==> src/verilog/csp_pkg.sv <==
// Purpose: Constants and types for the core status, option and program counter block.
// Assumes: Core executes one instruction per clk_sys edge when its execute strobe is high.
// Notes:   How it works list follows.
// How it works
// - Status destination with flag-affecting op: writes to Z, DC, C are disabled.
// - Timeout and power-down flags ignore every register write.
// - Bit clear, bit set, move and swap leave Z, DC, C alone.
// - Status bit 7 is reserved read/write, resets to 0.
// - Status bits 6-5 select one of four 512-word program pages.
// - Timeout flag resets 1, set by clear-watchdog or sleep, cleared by timeout.
// - Power-down flag resets 1, set by clear-watchdog, cleared by sleep.
// - Zero flag set when an affecting result is zero, else cleared.
// - Half-carry set on low-nibble carry for add, on no borrow for subtract.
// - Carry from add carry, subtract no-borrow, rotate right lsb, rotate left msb.
// - Option register is 6-bit write-only, loaded from working register.
// - Any reset sets all six option bits to 1.
// - Option bits 7-6 are unimplemented and read zero.
// - Option bit 5 picks external pin (1) or instruction clock (0) for timer.
// - Option bit 4 picks falling (1) or rising (0) pin edge.
// - Option bit 3 gives prescaler to watchdog (1) or timer (0).
// - Option bits 2-0 give timer ratio 2^(n+1), watchdog ratio 2^n.
// - Program counter holds next address, increments each cycle unless changed.
// - Jump loads counter bits 8:0 from the instruction target field.
// - Jump, call and computed jump load counter bits 10:9 from page select.
// - Call or low-byte write loads bits 7:0, forces bit 8 to zero.
// - Low counter byte is readable as a file register at counter bits 7:0.
// - Reset clears page select and sets counter to last location of last page.
// - Sequential increment crosses pages without updating page select.
package csp_pkg;

   localparam logic [7:0]  STATUS_ADDR      = 8'h03;
   localparam logic [7:0]  PC_LOW_ADDR      = 8'h02;
   localparam int          PC_W             = 11;
   localparam logic [10:0] PC_RESET         = 11'h7FF;
   localparam logic [5:0]  OPTION_RESET     = 6'h3F;
   localparam logic [2:0]  STATUS_TOP_RESET = 3'h0;
   // Page bits clear, timeout and power-down set, arithmetic flags cleared
   localparam logic [7:0]  STATUS_RESET     = 8'h18;
   localparam int          BIT_CARRY        = 0;
   localparam int          BIT_HALF         = 1;
   localparam int          BIT_ZERO         = 2;
   localparam int          BIT_PD           = 3;
   localparam int          BIT_TO           = 4;
   localparam int          BIT_PAGE_LO      = 5;
   localparam int          BIT_RSV          = 7;
   localparam int          OPT_CS           = 5;
   localparam int          OPT_SE           = 4;
   localparam int          OPT_PSA          = 3;

   // Kind of flag update requested by the executing instruction
   typedef enum logic [2:0] {
      CSP_FLAG_NONE,
      CSP_FLAG_ADD,
      CSP_FLAG_SUB,
      CSP_FLAG_ZERO,
      CSP_FLAG_ROT_R,
      CSP_FLAG_ROT_L
   } csp_flag_op_t;

   // Kind of program counter change
   typedef enum logic [1:0] {
      CSP_PC_SEQ,
      CSP_PC_JUMP,
      CSP_PC_LOW_LOAD
   } csp_pc_op_t;

   // One instruction's request from the execution logic
   typedef struct packed {
      logic         valid;
      csp_flag_op_t flag_op;
      logic [7:0]   opa;
      logic [7:0]   opb;
      logic [7:0]   result;
      logic         wr_en;
      logic [7:0]   wr_addr;
      logic [7:0]   wr_data;
      logic         option_load;
      logic [7:0]   work_reg;
      csp_pc_op_t   pc_op;
      logic [8:0]   target;
      logic         clr_watchdog;
      logic         sleep;
   } csp_exec_t;

   // Timer and prescaler controls decoded from the option register
   typedef struct packed {
      logic       ext_clock;
      logic       falling_edge;
      logic       to_watchdog;
      logic [3:0] timer_log2_div;
      logic [3:0] wdt_log2_div;
   } csp_timer_cfg_t;

endpackage : csp_pkg
==> src/verilog/csp_core_regs.sv <==
// Purpose: Status register, option register and program counter of the core.
// Assumes: Flag operands come from the ALU; watchdog timeout is a same-clock pulse.
// Notes:   All outputs are registered.
`timescale 1ns/1ps
`default_nettype none
module csp_core_regs (
   // Clock and reset
   input  wire  logic                     clk_sys,
   input  wire  logic                     rst_n,
   // Execution request
   input  wire  csp_pkg::csp_exec_t       exec_i,
   input  wire  logic                     watchdog_timeout_i,
   input  wire  logic [7:0]               rd_addr_i,
   // Results
   output logic [7:0]                     rd_data_o,
   output logic [7:0]                     status_o,
   output logic [7:0]                     option_o,
   output logic [csp_pkg::PC_W-1:0]       pc_o,
   output csp_pkg::csp_timer_cfg_t        timer_cfg_o
);

   logic [7:0]                 status_q;
   logic [7:0]                 status_d;
   logic [5:0]                 option_q;
   logic [5:0]                 option_d;
   logic [csp_pkg::PC_W-1:0]   pc_q;
   logic [csp_pkg::PC_W-1:0]   pc_d;
   logic [7:0]                 rd_data_d;
   logic [8:0]                 sum9;
   logic [4:0]                 sum5;
   logic                       stat_wr;
   logic                       low_wr;

   assign stat_wr = exec_i.valid && exec_i.wr_en && exec_i.wr_addr == csp_pkg::STATUS_ADDR;
   assign low_wr  = exec_i.valid && exec_i.wr_en && exec_i.wr_addr == csp_pkg::PC_LOW_ADDR;

   // Status next value
   always_comb
   begin
      status_d = status_q;
      sum9     = 9'h000;
      sum5     = 5'h00;
      if (stat_wr)
      begin
         status_d[7:5] = exec_i.wr_data[7:5];
      end
      // Any flag-affecting op locks all three arithmetic flags against the write
      if (stat_wr && exec_i.flag_op == csp_pkg::CSP_FLAG_NONE)
      begin
         status_d[2:0] = exec_i.wr_data[2:0];
      end
      if (exec_i.valid)
      begin
         case (exec_i.flag_op)
            csp_pkg::CSP_FLAG_ADD:
            begin
               sum9 = {1'b0, exec_i.opa} + {1'b0, exec_i.opb};
               sum5 = {1'b0, exec_i.opa[3:0]} + {1'b0, exec_i.opb[3:0]};
               status_d[csp_pkg::BIT_CARRY] = sum9[8];
               status_d[csp_pkg::BIT_HALF]  = sum5[4];
               status_d[csp_pkg::BIT_ZERO]  = exec_i.result == 8'h00;
            end
            csp_pkg::CSP_FLAG_SUB:
            begin
               // opa minus opb, carry is inverted borrow
               sum9 = {1'b0, exec_i.opa} + {1'b0, ~exec_i.opb} + 9'h001;
               sum5 = {1'b0, exec_i.opa[3:0]} + {1'b0, ~exec_i.opb[3:0]} + 5'h01;
               status_d[csp_pkg::BIT_CARRY] = sum9[8];
               status_d[csp_pkg::BIT_HALF]  = sum5[4];
               status_d[csp_pkg::BIT_ZERO]  = exec_i.result == 8'h00;
            end
            csp_pkg::CSP_FLAG_ZERO:
            begin
               status_d[csp_pkg::BIT_ZERO] = exec_i.result == 8'h00;
            end
            csp_pkg::CSP_FLAG_ROT_R:
            begin
               status_d[csp_pkg::BIT_CARRY] = exec_i.opa[0];
            end
            csp_pkg::CSP_FLAG_ROT_L:
            begin
               status_d[csp_pkg::BIT_CARRY] = exec_i.opa[7];
            end
            default:
            begin
               status_d = status_d;
            end
         endcase
      end
      // Reset-status flags follow only their hardware events
      if (exec_i.valid && exec_i.clr_watchdog)
      begin
         status_d[csp_pkg::BIT_TO] = 1'b1;
         status_d[csp_pkg::BIT_PD] = 1'b1;
      end
      else if (exec_i.valid && exec_i.sleep)
      begin
         status_d[csp_pkg::BIT_TO] = 1'b1;
         status_d[csp_pkg::BIT_PD] = 1'b0;
      end
      // Timeout is applied last so it is never lost
      if (watchdog_timeout_i)
      begin
         status_d[csp_pkg::BIT_TO] = 1'b0;
      end
   end

   always_ff @(posedge clk_sys or negedge rst_n)
   begin
      if (!rst_n)
      begin
         // Arithmetic flags have no defined reset value; zero chosen
         status_q <= csp_pkg::STATUS_RESET;
      end
      else
      begin
         status_q <= status_d;
      end
   end

   // Option register next value, shown on option_o at the loading edge
   always_comb
   begin
      option_d = option_q;
      if (exec_i.valid && exec_i.option_load)
      begin
         option_d = exec_i.work_reg[5:0];
      end
   end

   always_ff @(posedge clk_sys or negedge rst_n)
   begin
      if (!rst_n)
      begin
         option_q <= csp_pkg::OPTION_RESET;
      end
      else
      begin
         option_q <= option_d;
      end
   end

   // Program counter
   always_comb
   begin
      pc_d = pc_q + 11'h001;
      if (exec_i.valid)
      begin
         case (exec_i.pc_op)
            csp_pkg::CSP_PC_JUMP:
            begin
               pc_d = {status_q[6:5], exec_i.target};
            end
            csp_pkg::CSP_PC_LOW_LOAD:
            begin
               pc_d = {status_q[6:5], 1'b0, exec_i.target[7:0]};
            end
            default:
            begin
               pc_d = pc_q + 11'h001;
            end
         endcase
         if (low_wr)
         begin
            pc_d = {status_q[6:5], 1'b0, exec_i.wr_data};
         end
      end
      else
      begin
         pc_d = pc_q;
      end
   end

   always_ff @(posedge clk_sys or negedge rst_n)
   begin
      if (!rst_n)
      begin
         pc_q <= csp_pkg::PC_RESET;
      end
      else
      begin
         pc_q <= pc_d;
      end
   end

   // File read port
   always_comb
   begin
      if (rd_addr_i == csp_pkg::STATUS_ADDR)
      begin
         rd_data_d = status_d;
      end
      else if (rd_addr_i == csp_pkg::PC_LOW_ADDR)
      begin
         rd_data_d = pc_d[7:0];
      end
      else
      begin
         rd_data_d = 8'h00;
      end
   end

   always_ff @(posedge clk_sys or negedge rst_n)
   begin
      if (!rst_n)
      begin
         rd_data_o <= 8'h00;
      end
      else
      begin
         rd_data_o <= rd_data_d;
      end
   end

   // Registered copies and decoded timer controls
   always_ff @(posedge clk_sys or negedge rst_n)
   begin
      if (!rst_n)
      begin
         status_o    <= csp_pkg::STATUS_RESET;
         option_o    <= {2'b00, csp_pkg::OPTION_RESET};
         pc_o        <= csp_pkg::PC_RESET;
         timer_cfg_o <= '{ext_clock:      csp_pkg::OPTION_RESET[csp_pkg::OPT_CS],
                           falling_edge:   csp_pkg::OPTION_RESET[csp_pkg::OPT_SE],
                           to_watchdog:    csp_pkg::OPTION_RESET[csp_pkg::OPT_PSA],
                           timer_log2_div: {1'b0, csp_pkg::OPTION_RESET[2:0]} + 4'h1,
                           wdt_log2_div:   {1'b0, csp_pkg::OPTION_RESET[2:0]}};
      end
      else
      begin
         status_o                   <= status_d;
         option_o                   <= {2'b00, option_d};
         pc_o                       <= pc_d;
         timer_cfg_o.ext_clock      <= option_q[csp_pkg::OPT_CS];
         timer_cfg_o.falling_edge   <= option_q[csp_pkg::OPT_SE];
         timer_cfg_o.to_watchdog    <= option_q[csp_pkg::OPT_PSA];
         timer_cfg_o.timer_log2_div <= {1'b0, option_q[2:0]} + 4'h1;
         timer_cfg_o.wdt_log2_div   <= {1'b0, option_q[2:0]};
      end
   end

endmodule : csp_core_regs
`default_nettype wire

==> config.mk <==
export PLATFORM = sky130hd
export DESIGN_NAME = csp_core_regs
export DESIGN_NICKNAME = d
export VERILOG_FILES = /design/src/verilog/csp_pkg.sv /design/src/verilog/csp_core_regs.sv
export SDC_FILE = /design/constraint.sdc
export NUM_CORES = 1
export LEC_CHECK = 0
export ABC_AREA = 1
export BUFFER_PORTS_ARGS = -buffer_cell sky130_fd_sc_hd__buf_2
export CORE_ASPECT_RATIO = 0.5
export CORE_UTILIZATION = 48
export CTS_CLUSTER_DIAMETER = 60
export CTS_CLUSTER_SIZE = 30
export DETAILED_ROUTE_END_ITERATION = 10
export MAX_ROUTING_LAYER = met4
export PLACE_DENSITY = 0.93
export SYNTH_ARGS = -nofsm -noshare
export SYNTH_HDL_FRONTEND = slang
export SYNTH_SLANG_ARGS = --single-unit
==> constraint.sdc <==
create_clock -name clk_sys -period 2.1 [get_ports clk_sys]
set_input_delay 0.42 -clock clk_sys [delete_from_list [all_inputs] [get_ports clk_sys]]
set_output_delay 0.42 -clock clk_sys [all_outputs]
set_load 0.005 [all_outputs]
==> flow_summary.json, run 1 <==
{
  "diodes": 0,
  "clock-sinks": 43,
  "hold_viol_final": 0,
  "worstMarginPinSlew_ns": 0.601,
  "port_buffers": 118,
  "detail-route-antenna-nets": 0,
  "core-area_sq_um": 5540,
  "r2r-end": "rd_data_o[4]",
  "drc": 0,
  "synth_cell_type_count": 42,
  "synthCells": 364,
  "ir_worst_vdd_v": 0.000548,
  "worstPathRequired_ns": 2.28,
  "cts_resized": 0,
  "grt_pass1_wl_mm": 11.5,
  "setup_tns_ns": 0,
  "htreeDepth": 2,
  "cp_slowest_stage_delay_ns": 0.58,
  "clockRootBuffer": "clkbuf_16",
  "drt-initial-drc-count": 186,
  "p_leak_uw": 0.00205,
  "critPathKind": "reg2reg",
  "cts_setup_buffers": 0,
  "start_util_pct": 50.3,
  "gp_congestion": 0.847,
  "hp-class": "in2async",
  "overflow": 0,
  "vias_per_cell": 4.96,
  "syn_area_sq_um": 2790,
  "die_area_sq_um": 6130,
  "drtPass1Iterations": 4,
  "yosys_warnings": 0,
  "insertion_delay_ns": 0.29,
  "crit_chain": "ha_1, nand3_1, nor2_1, nor2_1, nand2_1, nand2_1, nand2_1, nand3_1, nand3b_1, nand2_1",
  "cts_tree": "done",
  "synth_area_per_cell_sq_um": 7.65,
  "rows": 19,
  "cpMaxStageDelayCell": "dfstp_2",
  "r2r_cells": 10,
  "end_kind": "flop",
  "min_period_ns": 1.75,
  "nNetsFinal": 584,
  "rrSetupSlack_ns": 0.35,
  "power.density_nw_per_um2": 675,
  "mostFrequentLayoutCells": "118 x buf_2, 113 x nand2_1, 44 x inv_1, 31 x nor2_1, 26 x dfstp_2",
  "arrival_ns": 1.93,
  "wire_per_inst_um": 12.1,
  "drive_gt1_share_pct": 38.0,
  "dpl.hpwl_mm": 5.14,
  "synth_seq_cells": 43,
  "hold_buffers": 0,
  "max_cap_viol_count": 0,
  "rr_startpoint": "pc_o[0]",
  "final_common_cell": "buf_2",
  "antenna_found_initial": 0,
  "cp_num_buf_inv": 0,
  "fin_crit_sh_pct": 83.4,
  "rsz0062_at_grt": "false",
  "grt_pass1_vias": 2649,
  "cts_made_buffers": 5,
  "fmax_ghz": 0.571,
  "synth-edff-count": 0,
  "finalClockSkew_ns": 0.00567,
  "slew_headroom_pct": 59.7,
  "stdcell_count": 562,
  "io_pins": 124,
  "cp_top_family": "simple AND/OR/NAND/NOR gates",
  "seq_area_frac_synth_pct": 39.8,
  "ys.flop_type": "dfstp_2",
  "cpMostUsedCell": "nand2_1",
  "die_h_um": 55.9,
  "ys_async_sr_fraction_pct": 100,
  "slew_viol_final": 0,
  "worstSetupStartpointType": "flop",
  "clkTransAtPathRegs_ns": 0.07,
  "track_usage_pct": 24.8,
  "place_inst": 554,
  "chipWidth_um": 110,
  "setup-violations-final": 0,
  "drt_wl_total_mm": 6.83,
  "crit_fanout": 6,
  "syn_to_final_growth_pct": 29.6,
  "grt_max_degree": 44,
  "status": "finished clean",
  "clockBufferDepth": 2,
  "num_vias": 2790
}
[power breakdown]
group | switching (uW) | internal [uW]
clock network | 347 | 445
registers | 83.9 | 985
logic | 314 | 262
total | 744 | 1690
[synthesized netlist by cell type, types with 2 or more instances]
| cell | count | share of area, % |
|---|---|---|
| nand2_1 | 113 | 15 |
| inv_1 | 44 | 5.9 |
| nor2_1 | 31 | 4.2 |
| dfstp_2 | 26 | 25 |
| nand3_1 | 24 | 4.3 |
| ha_1 | 18 | 8.1 |
| dfrtp_1 | 17 | 15 |
| a21oi_1 | 14 | 2.5 |
| o21ai_0 | 10 | 1.8 |
| nand4_1 | 6 | 1.3 |
| inv_2 | 5 | 0.67 |
| mux2_2 | 5 | 2.0 |
| buf_4 | 4 | 1.1 |
| nand2_2 | 4 | 0.90 |
| nor2_2 | 4 | 0.90 |
| nor3_2 | 3 | 1.1 |
| o21ai_1 | 3 | 0.54 |
| o21bai_1 | 3 | 0.81 |
| and2_1 | 2 | 0.45 |
| clkbuf_1 | 2 | 0.27 |
| nand3_2 | 2 | 0.72 |
| nor3_1 | 2 | 0.36 |
| xnor2_1 | 2 | 0.63 |
| xor2_1 | 2 | 0.63 |
[flip-flops by register name, summed over array words and instances, names as in the netlist]
register / cells
rd_data_o: 8
option_o: 6
timer_cfg_o: 10
status_o: 8
pc_o: 11
[metal layers]
metal,GRT usage [%],vias up,part of all wire [%],wire length [um]
met5,-,-,0,0
met4,9.90,0,2.4,161
met3,4.10,22,5.9,405
met2,44.2,104,50,3410
met1,27.6,1262,42,2850
li1,-,1402,-,-
[worst register-to-register path, delay by kind of cell (launching register included)]
| family | cells | cell delay [ns] |
|---|---|---|
| AND/OR/NAND/NOR | 9 | 0.77 |
| flip-flops | 1 | 0.58 |
| adder cells (fa/ha/maj) | 1 | 0.29 |
[kinds of logic after synthesis]
logic type	count (synthesis)	share of synthesized area [%]
XOR/XNOR	4	1.26
flip-flops	43	39.8
multiplexers	6	2.56
AND/OR/NAND/NOR	198	32.1
AO/OA/AOI/OAI	38	7.95
buffers and inverters	56	8.13
adder cells (fa/ha/maj)	18	8.09
other	1	0.135
[how the worst max path moves through the flow]
stage	slack, ns	end	cells past startpoint	start
after global placement	0.32	rd_data_o[0]	10	exec_i[11]
after CTS	0.35	rd_data_o[4]	10	pc_o[0]
final	0.35	rd_data_o[4]	10	pc_o[0]
after detailed placement	0.27	rd_data_o[0]	10	exec_i[11]
after global routing	0.19	rd_data_o[4]	10	pc_o[0]
after floorplan	0.54	rd_data_o[0]	10	exec_i[54]
[layout make-up]
class | count | area (sq um)
multi-input combinational | 267 | 1460
inverter | 49 | 184
sequential | 43 | 1110
tap | 73 | 91.3
timing repair buffer | 122 | 621
clock inverter | 3 | 23.8
fill | 465 | 1930
clock buffer | 5 | 125
[per-stage QoR]
stage | area, sq um | util (%) | setup slack, ns | total power (uW) | hold WS, ns
3_3_place_gp | 3460 | 62.5 | 0.318 | 1620 | 0.358
3_5_place_dp | 3460 | 62.5 | 0.274 | 1650 | 0.364
2_1_floorplan | 2790 | - | 0.541 | 1380 | 0.124
6_report | 3610 | 65.2 | 0.348 | 2440 | 0.192
4_1_cts | 3610 | 65.2 | 0.354 | 2430 | 0.206
5_1_grt | 3610 | 65.2 | 0.187 | 2560 | 0.241
Note: power is estimated with default switching activity, not from simulation.
==> run 2: changes to the inputs <==
==> constraint.sdc (replaced) <==
create_clock -name clk_sys -period 1.7 [get_ports clk_sys]
set_input_delay 0.34 -clock clk_sys [delete_from_list [all_inputs] [get_ports clk_sys]]
set_output_delay 0.34 -clock clk_sys [all_outputs]
set_load 0.005 [all_outputs]
==> run 2 against run 1 <==
  * Non-clock buffer count grew 6
  * Clock-buffer cell count is the same
  * Worst setup slack lost 0.28 ns
  * Die area is the same
  * Flip-flop and latch count is the same
==> flow_summary.json, run 2 (synthesis results as in run 1) <==
{
  "status": "finished clean",
  "dpl.hpwl_mm": 5.04,
  "ir_worst_vdd_v": 0.000706,
  "end_kind": "flop",
  "largest_reg_flops": 11,
  "slew_viol_final": 0,
  "fmax_ghz": 0.613,
  "rr_startpoint": "pc_o[1]",
  "clock-sinks": 43,
  "drtPass1Iterations": 4,
  "worstMarginPinSlew_ns": 0.513,
  "detail-route-antenna-nets": 0,
  "insertion_delay_ns": 0.28,
  "rrSetupSlack_ns": 0.07,
  "whs_ns": 0.118,
  "clockRootBuffer": "clkbuf_16",
  "r2r_cells": 10,
  "htreeDepth": 2,
  "track_usage_pct": 24.4,
  "io_pins": 124,
  "die_area_sq_um": 6130,
  "arrival_ns": 1.80,
  "final_common_cell": "buf_2",
  "drc": 0,
  "p_leak_uw": 0.00210,
  "min_period_ns": 1.63,
  "vias_per_cell": 4.93,
  "rsz0062_at_grt": "false",
  "power.density_nw_per_um2": 888,
  "top_register": "pc_o",
  "cts_made_buffers": 5,
  "r2r-end": "rd_data_o[4]",
  "reg.largest.list": "pc_o x11, timer_cfg_o x10",
  "cts_tree": "done",
  "hp-class": "in2async",
  "drive_gt1_share_pct": 39.2,
  "pre_cts_slack_ns": 0.0136,
  "fillers": 449,
  "place_inst": 558,
  "nNetsFinal": 590,
  "max_cap_viol_count": 0,
  "slew_headroom_pct": 65.8,
  "drt-initial-drc-count": 182,
  "grt_pass1_wl_mm": 11.2,
  "fin_crit_sh_pct": 95.9,
  "clockBufferDepth": 2,
  "mostFrequentLayoutCells": "118 x buf_2, 113 x nand2_1, 44 x inv_1, 31 x nor2_1, 26 x dfstp_2",
  "grt_pass1_vias": 2596,
  "overflow": 0,
  "finalClockSkew_ns": 0.00246,
  "worstSetupStartpointType": "flop",
  "grt_max_degree": 44,
  "crit_fanout": 4,
  "drt_wl_total_mm": 7.01,
  "start_util_pct": 50.3,
  "syn_to_final_growth_pct": 33.1,
  "critPathKind": "reg2reg",
  "wire_per_inst_um": 12.3,
  "antenna_found_initial": 0,
  "setup_tns_ns": 0,
  "worstPathRequired_ns": 1.87,
  "stdcell_count": 568,
  "num_vias": 2803,
  "diodes": 0,
  "p_total_uw": 3290,
  "core-area_sq_um": 5540,
  "worst_slack_ns": 0.0699,
  "port_buffers": 118,
  "clkTransAtPathRegs_ns": 0.06,
  "rows": 19,
  "chipWidth_um": 110,
  "die_h_um": 55.9,
  "hold_viol_final": 0,
  "gp_congestion": 0.850,
  "setup-violations-final": 0
}
-- run 2: power breakdown --
group	switching [uW]	internal [uW]	total (uW)
Sequential	105	1220	1320
Combinational	396	339	735
Clock	392	841	1230
Total	893	2400	3290
-- run 2: worst max-delay path by stage --
| stage | from | to | slack (ns) | depth (start not counted) |
|---|---|---|---|---|
| after global routing | pc_o[1] | rd_data_o[4] | 0.005 | 10 |
| after floorplan | pc_o[0] | rd_data_o[4] | 0.17 | 10 |
| after global placement | exec_i[11] | rd_data_o[0] | 0.03 | 10 |
| after CTS | pc_o[0] | rd_data_o[4] | 0.05 | 10 |
| final | pc_o[1] | rd_data_o[4] | 0.07 | 10 |
| after detailed placement | exec_i[11] | rd_data_o[0] | 0.01 | 10 |
-- run 2: stage by stage --
stage / utilization (%) / instance area (sq um)
2_1_floorplan: - / 2790
3_3_place_gp: 63.0 / 3490
3_5_place_dp: 63.0 / 3490
4_1_cts: 66.5 / 3680
5_1_grt: 66.9 / 3710
6_report: 66.9 / 3710
-- run 2: final cells by class --
| cell class | instances | area (sq um) | area share, % |
|---|---|---|---|
| repair buffers | 128 | 666 | 18.0 |
| flip-flops and latches | 43 | 1110 | 29.9 |
| clock inverters | 3 | 67.6 | 1.82 |
| inverters | 49 | 184 | 4.96 |
| well taps | 73 | 91.3 | 2.46 |
| clock buffers | 5 | 125 | 3.37 |
| multi-input cells | 267 | 1470 | 39.5 |
-- run 2: what timing repair did --
| item | 4_1_cts | 5_1_grt |
|---|---|---|
| hold buffers | 0 | 0 |
| setup endpoints to repair | 0 | 1 |
| buffers inserted | 0 | 2 |
| gates resized for setup | 0 | 2 |
-- run 2: metal layers --
metal | up-vias | part of all wire (%) | global-route usage (%)
met4 | 0 | 2.7 | 10.1
met5 | - | 0 | -
met2 | 119 | 50 | 42.6
met3 | 20 | 7.7 | 3.63
met1 | 1251 | 39 | 28.0
li1 | 1413 | - | -
-- run 2: critical path: stages, from the launching register on --
cell      delay, ns
dfstp_2        0.57
ha_2           0.20
nand3_2        0.11
nor2_1         0.10
nor2_1         0.06
nand2_1        0.06
nand2_1        0.05
nand2_1        0.09
nand3_1        0.09
nand3b_1       0.12
nand2_1        0.07
==> run 3: changes to the inputs <==
--- a/config.mk
+++ b/config.mk
@@ -10,10 +10,10 @@
 export CORE_ASPECT_RATIO = 0.5
 export CORE_UTILIZATION = 48
 export CTS_CLUSTER_DIAMETER = 60
-export CTS_CLUSTER_SIZE = 30
 export DETAILED_ROUTE_END_ITERATION = 10
 export MAX_ROUTING_LAYER = met4
 export PLACE_DENSITY = 0.93
+export REMOVE_ABC_BUFFERS = 1
 export SYNTH_ARGS = -nofsm -noshare
 export SYNTH_HDL_FRONTEND = slang
 export SYNTH_SLANG_ARGS = --single-unit
==> run 3 against run 2 <==
  * Worst hold slack gained 0.00084 ns
  * Routed wire length shrank 4.5%
  * Clock power shrank 19%
  * Critical path type unchanged
  * Highest routed layer unchanged
==> flow_summary.json, run 3 (synthesis results as in run 1) <==
{
  "status": "finished clean",
  "whs_ns": 0.119,
  "cpMostUsedCell": "nand2_1",
  "chipWidth_um": 110,
  "clkTransAtPathRegs_ns": 0.06,
  "overflow": 0,
  "insertion_delay_ns": 0.28,
  "drc": 0,
  "top_register": "pc_o",
  "worstPathRequired_ns": 1.87,
  "drive_gt1_share_pct": 38.6,
  "die_h_um": 55.9,
  "die_area_sq_um": 6130,
  "hold_viol_final": 0,
  "worstMarginPinSlew_ns": 0.526,
  "r2r-end": "rd_data_o[4]",
  "rows": 19,
  "p_leak_uw": 0.00208,
  "cts_resized": 0,
  "ir_worst_vdd_v": 0.000649,
  "start_util_pct": 50.3,
  "mostFrequentLayoutCells": "118 x buf_2, 113 x nand2_1, 44 x inv_1, 31 x nor2_1, 26 x dfstp_2",
  "hp-class": "in2async",
  "finalClockSkew_ns": 0.00569,
  "cts_tree": "done",
  "final_area_sq_um": 3660,
  "critPathKind": "reg2reg",
  "final_common_cell": "buf_2",
  "grt_max_degree": 44,
  "rsz0062_at_grt": "false",
  "place_area_sq_um": 3500,
  "drtPass1Iterations": 4,
  "crit_fanout": 5,
  "cp-startpoint": "pc_o[0]",
  "worstSetupStartpointType": "flop",
  "vias_per_cell": 4.94,
  "drt_wl_total_mm": 6.69,
  "cp_slowest_stage_delay_ns": 0.57,
  "wire_per_inst_um": 11.8,
  "detail-route-antenna-nets": 0,
  "largest_reg_flops": 11,
  "grt_pass1_wl_mm": 11.3,
  "antenna_found_initial": 0,
  "clock-sinks": 43,
  "cpMaxStageDelayCell": "dfstp_2",
  "r2r_cells": 10,
  "clockRootBuffer": "clkbuf_16",
  "grt_pass1_vias": 2678,
  "fmax_ghz": 0.647,
  "fin_crit_sh_pct": 90.9,
  "rr_startpoint": "pc_o[0]",
  "dpl.hpwl_mm": 5.15,
  "gp_congestion": 0.913,
  "arrival_ns": 1.72,
  "port_buffers": 118,
  "min_period_ns": 1.55,
  "core-area_sq_um": 5540,
  "rrSetupSlack_ns": 0.15,
  "cts_setup_buffers": 0,
  "reg.largest.list": "pc_o x11, timer_cfg_o x10",
  "hold_buffers": 0,
  "htreeDepth": 2,
  "drt-initial-drc-count": 150,
  "max_cap_viol_count": 0,
  "syn_to_final_growth_pct": 31.5,
  "io_pins": 124,
  "crit_chain": "ha_1, nand3_2, nor2_1, nor2_1, nand2_1, nand2_1, nand2_1, nand3_1, nand3b_1, nand2_1",
  "slew_viol_final": 0,
  "slew_headroom_pct": 64.9,
  "track_usage_pct": 24.6,
  "power.density_nw_per_um2": 828,
  "diodes": 0,
  "num_vias": 2789,
  "end_kind": "flop",
  "setup-violations-final": 0,
  "clockBufferDepth": 2,
  "cts_made_buffers": 5,
  "nNetsFinal": 587
}
## run 3: cell types whose count changed in the layout (fill, tap and decap cells not counted), sizes merged
| cell | change |
|---|---|
| clkbuf | +2 |
| bufinv | -2 |
| buf | -3 |
## run 3: routing by layer
| metal | GRT usage (%) | part of all wire [%] | vias to the layer above |
|---|---|---|---|
| met5 | - | 0 | - |
| met4 | 11.2 | 2.4 | 0 |
| met3 | 3.86 | 5.0 | 18 |
| met2 | 43.0 | 51 | 101 |
| met1 | 27.7 | 41 | 1271 |
| li1 | - | - | 1399 |
## run 3: worst max-delay path, delay by kind of cell (launching register included)
family,cells,cell delay (ns)
AND/OR/NAND/NOR,9,0.67
adder cells (fa/ha/maj),1,0.19
flip-flops,1,0.57
## run 3: worst max path at each step
stage	to	slack, ns
6_report	rd_data_o[4]	0.15
5_1_grt	rd_data_o[4]	0.02
4_1_cts	rd_data_o[4]	0.15
3_5_place_dp	rd_data_o[0]	-0.004
3_3_place_gp	rd_data_o[1]	0.05
2_1_floorplan	rd_data_o[0]	0.16
## run 3: layout make-up
class / instances / area (sq um)
tap: 73 / 91.3
clock inverter: 1 / 7.51
inverter: 49 / 184
fill: 465 / 1880
multi-input combinational: 267 / 1460
timing repair buffer: 125 / 656
sequential: 43 / 1110
clock buffer: 7 / 153
## run 3: per-stage QoR
stage	worst slack [ns]	std cells	power (uW)	util [%]	setup TNS, ns
after global placement	0.0480	557	2010	63.1	0
after floorplan	0.164	359	1690	-	0
after global routing	0.0246	565	3220	66.1	0
after CTS	0.147	565	3040	66.0	0
final	0.155	565	3030	66.1	0
after detailed placement	-0.00366	557	2040	63.1	-0.00366
## run 3: power breakdown
group / total, uW / switching [uW] / internal, uW
Clock: 998 / 374 / 624
Sequential: 1320 / 105 / 1220
Combinational: 711 / 380 / 330
